## src/rtl/cfg_loader_regs.vh

```
// constants for the parallel prom serial configuration loader
`ifndef CFG_LOADER_REGS_VH
`define CFG_LOADER_REGS_VH
`define ADDR_WIDTH_DEF     19
`define CHIP_SEL_BITS_DEF  0
`define SLAVE_WAIT_DEF     40
`define WAIT_CNT_WIDTH     16
`define FETCH_SETTLE       16'h0004
`define BYTE_BITS          8
`define BIT_CNT_WIDTH      3
`define MSB_FIRST_DEF      1
`define ST_WAIT_CLEAR      3'h0
`define ST_TIMEOUT         3'h1
`define ST_FETCH           3'h2
`define ST_SHIFT           3'h3
`define ST_FINISHED        3'h4
`endif

```

## src/rtl/prom_serial_loader.v

```verilog
// parallel prom to serial configuration stream loader
// Function
// - slave mode older target: loader waits after clear rises before output.
// - loader makes prom addresses, serialises bytes, watches status lines.
// - address advances as the seventh bit of each byte ends, while the last bit shifts out.
// - clear line low during configuration resets loader; await target reset.
// - completion high: release prom select, float serial data output.
// - master mode: loader runs from target supplied configuration clock.
// - slave mode: one oscillator clocks loader and target.
// - prom address width is a parameter, default 19 lines.
// - slave delay counter starts at clear rise, configurable, e.g. 40.
// - cascaded proms get active-low enables decoded from extra msbs.
`timescale 1ns/1ps
`include "cfg_loader_regs.vh"
module prom_serial_loader #(
  parameter ADDR_WIDTH    = `ADDR_WIDTH_DEF,
  parameter CHIP_SEL_BITS = `CHIP_SEL_BITS_DEF,
  parameter SLAVE_WAIT    = `SLAVE_WAIT_DEF,
  parameter MSB_FIRST     = `MSB_FIRST_DEF
) (
  // clock and reset
  input  wire                          SYS_CLK_IN,
  input  wire                          RST_B_IN,
  // mode: slave with older target needs start delay
  input  wire                          SLAVE_DELAY_EN_IN,
  // target status lines
  input  wire                          CFG_CLEAR_B_IN,
  input  wire                          CFG_DONE_IN,
  input  wire                          CONFIG_SERIAL_CLOCK_IN,
  // prom side
  input  wire [`BYTE_BITS-1:0]         PROM_DATA_IN,
  output reg  [ADDR_WIDTH-1:0]         PROM_ADDR_OUT,
  output reg                           PROM_CS_B_OUT,
  output reg  [(1<<CHIP_SEL_BITS)-1:0] PROM_CE_B_OUT,
  // serial data to target
  output reg                           SER_DATA_OUT,
  output reg                           SER_DATA_OE_OUT
);
  localparam SB = (CHIP_SEL_BITS > 0) ? CHIP_SEL_BITS : 1;
  localparam TOT = ADDR_WIDTH + CHIP_SEL_BITS;
  localparam [`BIT_CNT_WIDTH-1:0] LAST_SHIFT =
    {{(`BIT_CNT_WIDTH-1){1'b1}}, 1'b0};

  reg [1:0] clr_sync_q;
  reg [1:0] done_sync_q;
  reg [1:0] config_serial_clock_sync_q;
  reg       config_serial_clock_last_q;
  reg [1:0] dly_sync_q;
  wire      clr_s  = clr_sync_q[1];
  wire      dly_s  = dly_sync_q[1];
  wire      done_s = done_sync_q[1];
  // falling edge of configuration clock: target samples on rising
  wire      config_serial_clock_fall = config_serial_clock_last_q & ~config_serial_clock_sync_q[1];

  reg [2:0]                   state_q;
  reg [TOT-1:0]               addr_q;
  reg [`BYTE_BITS-1:0]        shreg_q;
  reg [`BYTE_BITS-1:0]        data_meta_q;
  reg [`BYTE_BITS-1:0]        data_sync_q;
  reg [`BIT_CNT_WIDTH-1:0]    bit_q;
  reg [`WAIT_CNT_WIDTH-1:0]   wait_q;
  wire [SB-1:0]               sel_bits;
  wire [(1<<SB)-1:0]          ce_b;
  wire                        active = (state_q == `ST_FETCH) ||
                                       (state_q == `ST_SHIFT);

  function [0:0] next_bit;
    input [`BYTE_BITS-1:0] b;
    begin
      next_bit = MSB_FIRST ? b[`BYTE_BITS-1] : b[0];
    end
  endfunction

  generate
    if (CHIP_SEL_BITS > 0)
    begin : g_sel
      assign sel_bits = addr_q[TOT-1:ADDR_WIDTH];
    end
    else
    begin : g_nosel
      assign sel_bits = 1'b0;
    end
  endgenerate

  chip_enable_decode #(
    .SEL_BITS (SB)
  ) u_dec (
    .sel_in    (sel_bits),
    .enable_in (active),
    .ce_b_out  (ce_b)
  );

  always @(posedge SYS_CLK_IN or negedge RST_B_IN)
  begin
    if (!RST_B_IN)
    begin
      clr_sync_q  <= 2'h0;
      done_sync_q <= 2'h0;
      config_serial_clock_sync_q <= 2'h0;
      config_serial_clock_last_q <= 1'b0;
      dly_sync_q  <= 2'h0;
      data_meta_q <= {`BYTE_BITS{1'b0}};
      data_sync_q <= {`BYTE_BITS{1'b0}};
    end
    else
    begin
      clr_sync_q  <= {clr_sync_q[0], CFG_CLEAR_B_IN};
      done_sync_q <= {done_sync_q[0], CFG_DONE_IN};
      config_serial_clock_sync_q <= {config_serial_clock_sync_q[0], CONFIG_SERIAL_CLOCK_IN};
      config_serial_clock_last_q <= config_serial_clock_sync_q[1];
      dly_sync_q  <= {dly_sync_q[0], SLAVE_DELAY_EN_IN};
      data_meta_q <= PROM_DATA_IN;
      data_sync_q <= data_meta_q;
    end
  end

  always @(posedge SYS_CLK_IN or negedge RST_B_IN)
  begin
    if (!RST_B_IN)
    begin
      state_q <= `ST_WAIT_CLEAR;
      addr_q  <= {TOT{1'b0}};
      shreg_q <= {`BYTE_BITS{1'b0}};
      bit_q   <= {`BIT_CNT_WIDTH{1'b0}};
      wait_q  <= {`WAIT_CNT_WIDTH{1'b0}};
    end
    else if (done_s)
    begin
      state_q <= `ST_FINISHED;
    end
    else if (!clr_s && state_q != `ST_WAIT_CLEAR)
    begin
      // error: restart and await target reset
      state_q <= `ST_WAIT_CLEAR;
      addr_q  <= {TOT{1'b0}};
      bit_q   <= {`BIT_CNT_WIDTH{1'b0}};
      wait_q  <= {`WAIT_CNT_WIDTH{1'b0}};
    end
    else
    begin
      case (state_q)
        `ST_WAIT_CLEAR:
        begin
          addr_q <= {TOT{1'b0}};
          wait_q <= {`WAIT_CNT_WIDTH{1'b0}};
          if (clr_s)
            state_q <= dly_s ? `ST_TIMEOUT : `ST_FETCH;
        end
        `ST_TIMEOUT:
        begin
          if (config_serial_clock_fall)
            wait_q <= wait_q + 1'b1;
          // hold outputs off until delay ends
          if (wait_q >= SLAVE_WAIT[`WAIT_CNT_WIDTH-1:0])
          begin
            wait_q  <= {`WAIT_CNT_WIDTH{1'b0}};
            state_q <= `ST_FETCH;
          end
        end
        `ST_FETCH:
        begin
          // select and address settle through prom and sync first
          if (wait_q != `FETCH_SETTLE)
            wait_q <= wait_q + 1'b1;
          else if (config_serial_clock_fall)
          begin
            shreg_q <= data_sync_q;
            bit_q   <= {`BIT_CNT_WIDTH{1'b0}};
            state_q <= `ST_SHIFT;
          end
        end
        `ST_SHIFT:
        begin
          if (config_serial_clock_fall)
          begin
            shreg_q <= MSB_FIRST ? {shreg_q[`BYTE_BITS-2:0], 1'b0}
                                 : {1'b0, shreg_q[`BYTE_BITS-1:1]};
            bit_q   <= bit_q + 1'b1;
            // seventh bit driven, byte held in shreg_q: next address
            if (bit_q == LAST_SHIFT)
              addr_q <= addr_q + 1'b1;
            // next byte loads as the last bit ends
            if (bit_q == {`BIT_CNT_WIDTH{1'b1}})
            begin
              shreg_q <= data_sync_q;
              bit_q   <= {`BIT_CNT_WIDTH{1'b0}};
            end
          end
        end
        `ST_FINISHED:
          state_q <= `ST_FINISHED;
        default:
          state_q <= `ST_WAIT_CLEAR;
      endcase
    end
  end

  always @(posedge SYS_CLK_IN or negedge RST_B_IN)
  begin
    if (!RST_B_IN)
    begin
      PROM_ADDR_OUT   <= {ADDR_WIDTH{1'b0}};
      PROM_CS_B_OUT   <= 1'b1;
      PROM_CE_B_OUT   <= {(1<<CHIP_SEL_BITS){1'b1}};
      SER_DATA_OUT    <= 1'b1;
      SER_DATA_OE_OUT <= 1'b0;
    end
    else
    begin
      PROM_ADDR_OUT   <= addr_q[ADDR_WIDTH-1:0];
      // select released and output floated when not active
      PROM_CS_B_OUT   <= ~active;
      PROM_CE_B_OUT   <= ce_b[(1<<CHIP_SEL_BITS)-1:0];
      SER_DATA_OUT    <= (state_q == `ST_SHIFT) ? next_bit(shreg_q) : 1'b1;
      SER_DATA_OE_OUT <= (state_q == `ST_SHIFT);
    end
  end
endmodule // prom_serial_loader

```

## src/rtl/chip_enable_decode.v

```verilog
// binary decode of the upper address bits into active-low prom enables
`timescale 1ns/1ps
module chip_enable_decode #(
  parameter SEL_BITS = 1
) (
  // select field
  input  wire [SEL_BITS-1:0]      sel_in,
  input  wire                     enable_in,
  // active-low enables
  output wire [(1<<SEL_BITS)-1:0] ce_b_out
);
  genvar i;
  generate
    for (i = 0; i < (1 << SEL_BITS); i = i + 1)
    begin : g_ce
      assign ce_b_out[i] = ~(enable_in && (sel_in == i));
    end
  endgenerate
endmodule // chip_enable_decode

```

## config.mk

```make
export PLATFORM = sky130hd
export DESIGN_NAME = prom_serial_loader
export DESIGN_NICKNAME = d
export VERILOG_FILES = /design/src/rtl/prom_serial_loader.v /design/src/rtl/chip_enable_decode.v
export VERILOG_INCLUDE_DIRS = /design/src /design/src/rtl
export SDC_FILE = /design/constraint.sdc
export NUM_CORES = 1
export LEC_CHECK = 0
export ABC_AREA = 1
export BUFFER_PORTS_ARGS = -buffer_cell sky130_fd_sc_hd__buf_2
export CELL_PAD_IN_SITES_DETAIL_PLACEMENT = 1
export CELL_PAD_IN_SITES_GLOBAL_PLACEMENT = 2
export CORE_AREA = 5 5 126 128
export CTS_CLUSTER_SIZE = 30
export DETAILED_ROUTE_END_ITERATION = 8
export DIE_AREA = 0 0 131 133
export PLACE_DENSITY_LB_ADDON = 0.08
export SYNTH_ARGS = -nofsm -noshare
export SYNTH_HDL_FRONTEND = slang
export SYNTH_SLANG_ARGS = --single-unit
```

## constraint.sdc

```tcl
create_clock -name SYS_CLK_IN -period 1.7 [get_ports SYS_CLK_IN]
set_input_delay 0.51 -clock SYS_CLK_IN [delete_from_list [all_inputs] [get_ports SYS_CLK_IN]]
set_output_delay 0.51 -clock SYS_CLK_IN [all_outputs]
set_load 0.05 [all_outputs]
```

After elaboration in Yosys (flattened, before gate mapping)
Cells that the tools add are included.
{"block": "word_totals", "ff_bits": 96, "in_bits": 14}
{"block": "op_classes", "eq_ne": 21, "reduce_logical": 14, "order_cmp": 1, "muxes": 29, "n_bitwise": 5, "add_sub_neg": 3}
{"cell": "$mux W16", "n": 4}
{"cell": "$mux W19", "n": 3}
{"cell": "$pmux W16 S3", "n": 1}
{"cell": "$pmux W19 S2", "n": 1}
{"cell": "$mux W3", "n": 11}
{"cell": "$mux W8", "n": 4}
{"cell": "$add A19 B1 Y19 const B", "n": 1}
{"cell": "$add A16 B1 Y16 const B", "n": 1}
{"cell": "$ge A16 B6 Y1 const B", "n": 1}
{"cell": "$ne A16 B3 Y1 const B", "n": 1}
{"cell": "$ne A4 B4 Y1 const B", "n": 4}
{"cell": "$pmux W8 S2", "n": 1}
{"cell": "$pmux W3 S5", "n": 1}
{"cell": "$reduce_and A5 Y1", "n": 2}
{"cell": "$eq A3 B3 Y1 const B", "n": 3}
{"cell": "$ne A3 B2 Y1 const B", "n": 3}
{"cell": "$reduce_bool A3 Y1", "n": 3}
{"cell": "$reduce_and A4 Y1", "n": 2}
{"cell": "$eq A3 B2 Y1 const B", "n": 2}
{"cell": "$ne A2 B2 Y1 const B", "n": 3}
{"cell": "$ne A3 B1 Y1 const B", "n": 2}
{"cell": "$pmux W3 S2", "n": 1}
{"cell": "$reduce_and A6 Y1", "n": 1}
{"cell": "$ne A4 B3 Y1 const B", "n": 1}
{"cell": "13 further kinds", "n": 16}

Logic depth before layout (Yosys ltp)
{"block": "depth", "ltp_word": 7, "mapped_depth": 12}

Hierarchy
From an unflattened synthesis, not the netlist that was laid out.
{"block": "unflattened", "cells_unflattened": 562, "hier_area_um2": 4566.9}
{"module": "prom_serial_loader", "area_each_um2": 4555.6, "instances": 1, "cells_per_inst": 559}
{"module": "chip_enable_decode", "area_each_um2": 11.3, "instances": 1, "cells_per_inst": 3}

Least setup slack after synthesis
No wires, ideal clock.
{"block": "synth_timing", "path_kind": "reg-to-reg", "start": "register bit_q[0]", "end": "register shreg_q[1]", "arrival_time_ns": 1.482, "path_stages_with_launch": 9, "slack_ns": 0.141, "synth_period_minus_slack_ns": 1.559, "t_required_ns": 1.624, "setup_time_ns": 0.076, "path_cell_list": "dfrtp_1 > ha_1 > ha_1 > or2_1 > buf_2 > buf_2 > o21ai_1 > nand2_1 > o21ai_1"}
{"block": "synth_via", "elab_chain_len": 4}
{"element": "from (decl)", "line": "prom_serial_loader.v:60", "source": "reg [`BIT_CNT_WIDTH-1:0] bit_q;"}
{"element": "from (signal assigned)", "line": "prom_serial_loader.v:124", "source": "bit_q <= {`BIT_CNT_WIDTH{1'b0}};"}
{"element": "from (signal assigned)", "line": "prom_serial_loader.v:136", "source": "bit_q <= {`BIT_CNT_WIDTH{1'b0}};"}
{"element": "from (signal assigned)", "line": "prom_serial_loader.v:168", "source": "bit_q <= {`BIT_CNT_WIDTH{1'b0}};"}
{"element": "$eq A3 B3 Y1", "line": "prom_serial_loader.v:183", "source": "if (bit_q == {`BIT_CNT_WIDTH{1'b1}})"}
{"element": "$mux W8", "line": "prom_serial_loader.v:183"}
{"element": "$mux W8", "line": "prom_serial_loader.v:174", "source": "if (config_serial_clock_fall)"}
{"element": "$pmux W8 S2", "line": "prom_serial_loader.v:141", "source": "case (state_q)"}
{"element": "to (signal assigned)", "line": "prom_serial_loader.v:167", "source": "shreg_q <= data_sync_q;"}
{"element": "to (signal assigned)", "line": "prom_serial_loader.v:176", "source": "shreg_q <= MSB_FIRST ? {shreg_q[`BYTE_BITS-2:0], 1'b0}"}
{"element": "to (signal assigned)", "line": "prom_serial_loader.v:185", "source": "shreg_q <= data_sync_q;"}
{"element": "to (decl)", "line": "prom_serial_loader.v:57", "source": "reg [`BYTE_BITS-1:0] shreg_q;"}
No other way between the ends. The select of a mux whose other input is x is not followed.
A chain may end at the register's enable or synchronous reset.

Worst setup path in the final report
{"block": "layout_timing", "start": "register state_q[1]", "end": "register addr_q[3]"}
{"block": "layout_via", "elab_chain_len": 4, "word_cells_on_any_way": 10, "classes_between": "eq/ne: 3; mux: 2; reduce/logical: 5"}
{"element": "from (decl)", "line": "prom_serial_loader.v:55", "source": "reg [2:0] state_q;"}
{"element": "from (signal assigned)", "line": "prom_serial_loader.v:121", "source": "state_q <= `ST_WAIT_CLEAR;"}
{"element": "from (signal assigned)", "line": "prom_serial_loader.v:129", "source": "state_q <= `ST_FINISHED;"}
{"element": "from (signal assigned)", "line": "prom_serial_loader.v:134", "source": "state_q <= `ST_WAIT_CLEAR;"}
{"element": "$reduce_bool A3 Y1 (no line)"}
{"element": "$logic_and A1 B1 Y1 (no line)"}
{"element": "$ne A3 B1 Y1 (no line) (tied with other cells)"}
{"element": "$reduce_and A4 Y1 (no line)"}
{"element": "to (signal assigned)", "line": "prom_serial_loader.v:122", "source": "addr_q <= {TOT{1'b0}};"}
{"element": "to (signal assigned)", "line": "prom_serial_loader.v:135", "source": "addr_q <= {TOT{1'b0}};"}
{"element": "to (signal assigned)", "line": "prom_serial_loader.v:144", "source": "addr_q <= {TOT{1'b0}};"}
{"element": "to (decl)", "line": "prom_serial_loader.v:56", "source": "reg [TOT-1:0] addr_q;"}
Parallel ways exist; a longest one is shown, timed or not.

==> metrics.md <==
| Metric | Value |
|---|---|
| DP HPWL | `9270 um` |
| Max Cap Viol | `0` |
| Antenna Cells | `0` |
| DR pass1 iterations | `4` |
| Post-synthesis sequential area ratio | `53.0%` |
| Initial DRC count | `82` |
| Pleak | `2.85 nW` |
| Final net count | `671` |
| RSZ-0062 raised after global routing | `yes` |
| Worst Setup End Kind | `flip-flop` |
| Finished Cell Area | `5820 um^2` |
| Worst-path fanout max | `15` |
| Max transition margin | `73.0%` |
| Final Hold Fails | `0` |
| GP Congestion | `0.752` |
| Final Max Slew Viols | `0` |
| CTS Buffer Depth | `2` |
| Skew-Pair Late Insertion Delay | `0.35 ns` |
| Critical Path, Cell by Cell | `buf_4 > nand2_1 > nor2_2 > nand3_1 > nand2_1 > nor2_4 > buf_4 > clkbuf_16 > a21oi_1 > nor2_1` |
| Most common library cells after synthesis | `163 x nand2_1, 94 x dfrtp_1, 73 x nor2_1` |
| H-tree depth | `3` |
| Syn Inst Count | `564` |
| Average wire per standard cell | `15.5 um` |
| Share of layout cells above drive strength 1 | `23.2%` |
| Status | `complete, no violations` |
| CORE AREA | `14800 um^2` |
| Final Worst Setup Slack | `0.0392 ns` |
| VDD IR max | `482 uV` |
| Via count normalized by instance count | `4.79` |
| Top cell type by total area after synthesis | `dfrtp_1` |
| # setup viols final | `0` |
| Filler cell count | `1760` |
| # hold bufs at CTS | `0` |
| CP max stage cell | `dfrtp_2` |
| Crit-path max cell delay | `0.45 ns` |
| Syn Nets | `584` |
| Vias | `4045` |
| Die Area | `17400 um^2` |
| Initial antenna violation count | `0` |
| Final worst-path cycle share | `97.7%` |
| Vias in the first global route | `4175` |
| CP Class | `reg -> reg` |
| Die width | `131 um` |
| Total wire length | `13100 um` |
| FF+latch count, synth | `96` |
| Mapped cell area | `4530 um^2` |
| Antenna Nets Post-Route | `0` |
| Crit-path leading delay family | `simple AND/OR/NAND/NOR gates` |
| Overall routing resource usage | `15.7%` |
| CTS tree | `yes` |
| Max Fclk | `602 MHz` |
| Clk sink count | `96` |
| Post-synth ARST share | `100%` |
| Worst-path clk slew | `0.07 ns` |
| Top post-synthesis cells by area | `dfrtp_1 52%, nand2_1 13%, nand3_1 6.7%` |
| Grt total ovfl | `0` |
| Largest net degree at the start of global routing | `39` |
| Synth Flop Type | `dfrtp_1` |
| Worst hold path type | `in -> async` |
| I/O Buffers | `36` |
| Synth warn | `0` |
| Number of synthesized flops with an enable pin | `0` |
| TritonCTS buffer count | `9` |
| Placed cell area | `5260 um^2` |
| Dpl ws | `-0.0792 ns` |
| Clk root buf | `clkbuf_16` |
| Synth top area share | `51.9%` |
| Netlist cell types | `28` |
| Critical Path RT | `1.95 ns` |
| Period minus WS final | `1.66 ns` |
| Most numerous cell in the Yosys netlist | `nand2_1` |
| Initial Utilization | `30.7%` |
| Arrival time of the worst setup path | `1.91 ns` |
| WP buf/inv | `3` |
| Actual slew at the worst max-slew pin | `0.406 ns` |
| Core Rows | `45` |
| Pwr/cell area | `853 nW/um^2` |
| Crit path launch type | `flip-flop` |
| First-pass GRT wire length | `21300 um` |
| # IOs | `37` |
| Die Y | `133 um` |
| Syn_area_per_cell | `8.04 um^2` |
| Synthesis-to-layout area growth | `28.3%` |
| Final setup skew | `0.00681 ns` |
| DRC | `0` |
[layer usage]
metal  routed length, um  part of all wire, %  track usage [%]
met4                 177                  1.4             4.46
met3                 391                  3.0             3.63
met2                6670                   51             26.3
met1                5880                   45             20.1
met5                   0                    0                0
[layout make-up]
cell class / count / area, um^2 / share of cell area [%]
Inverter: 56 / 210 / 3.61
Clock inverter: 3 / 46.3 / 0.796
Clock buffer: 13 / 270 / 4.65
Sequential cell: 96 / 2410 / 41.4
Multi-Input combinational cell: 397 / 1950 / 33.5
Timing Repair Buffer: 91 / 697 / 12.0
Tap cell: 188 / 235 / 4.04
[through the flow]
stage                     setup TNS, ns  power [mW]  util, %  hold WS (ns)  cells
after global routing             -0.189        5.18     39.4         0.112    844
after CTS                             0        5.02     38.0        0.0940    836
after detailed placement         -0.725        2.80     35.6         0.336    819
after floorplan                       0        2.62        -         0.214    564
after global placement           -0.126        2.79     35.6         0.336    819
final                                 0        4.96     39.4        0.0850    844
[where the power goes]
part / total [mW] / switching [mW] / internal [mW]
Sequential: 2.40 / 0.0390 / 2.36
Clock: 2.17 / 0.899 / 1.27
Combinational: 0.394 / 0.256 / 0.138
[flip-flops by register name (all words and copies together), names as in the netlist, 3 cells and up]
register,cells
PROM_ADDR_OUT,19
state_q,3
shreg_q,8
data_meta_q,8
wait_q,16
bit_q,3
data_sync_q,8
addr_q,19
[layout by cell type, fill, tap and decap left out, types with 2 or more instances in the layout]
cell type  synthesis  layout
a21oi_1            8       8
buf_12             0       5
buf_2              7      35
buf_4              2      48
clkbuf_16          0      11
clkbuf_8           0       3
dfrtp_1           94      90
dfrtp_2            0       4
dfstp_2            2       2
ha_1               6       6
inv_1             52      49
inv_2              4       7
nand2_1          163     159
nand2_2            5       5
nand2_4            0       4
nand3_1           61      59
nand3_2            1       2
nand4_1           17      17
nor2_1            73      61
nor2_2             3       9
nor2_4             2       8
nor3_1             7       6
o21ai_0            9       9
o21ai_1           28      27
o21bai_1           4       4
xor2_1             7       7
[worst paths after layout]
kind | startpoint | endpoint | slack [ns] | cells past startpoint
min | RST_B_IN | data_sync_q[5] | 0.09 | 1
min reg2reg | data_meta_q[0] | data_sync_q[0] | 0.35 | 0
max | state_q[1] | addr_q[3] | 0.04 | 10
max in group asynchronous | RST_B_IN | state_q[1] | 1.04 | 2
min in group SYS_CLK_IN | CONFIG_SERIAL_CLOCK_IN | config_serial_clock_sync_q[0] | 0.26 | 1
max reg2reg | state_q[1] | addr_q[3] | 0.04 | 10
[worst reg2reg max path: stages, from the launching register on]
cell and delay, ns:
dfrtp_2 0.45, buf_4 0.16, nand2_1 0.06, nor2_2 0.10
nand3_1 0.11, nand2_1 0.14, nor2_4 0.06, buf_4 0.14
clkbuf_16 0.17, a21oi_1 0.12, nor2_1 0.05
[cells by family after synthesis]
kind of cell / synth area share (%)
and+or+nand+nor: 31.4
DFF: 53.1
adders and majority gates: 1.66
buffers and inverters: 6.60
AOI/OAI and AO/OA: 5.99
xor gates and xnor gates: 1.35
[timing repair]
action	CTS	global route
gates cloned	0	2
endpoints found under the hold margin	0	0
buffers inserted	1	6
endpoints found under the setup margin	20	40
gates resized for setup	6	35
pin swaps	1	8
Note: power is estimated with default switching activity, not from simulation.
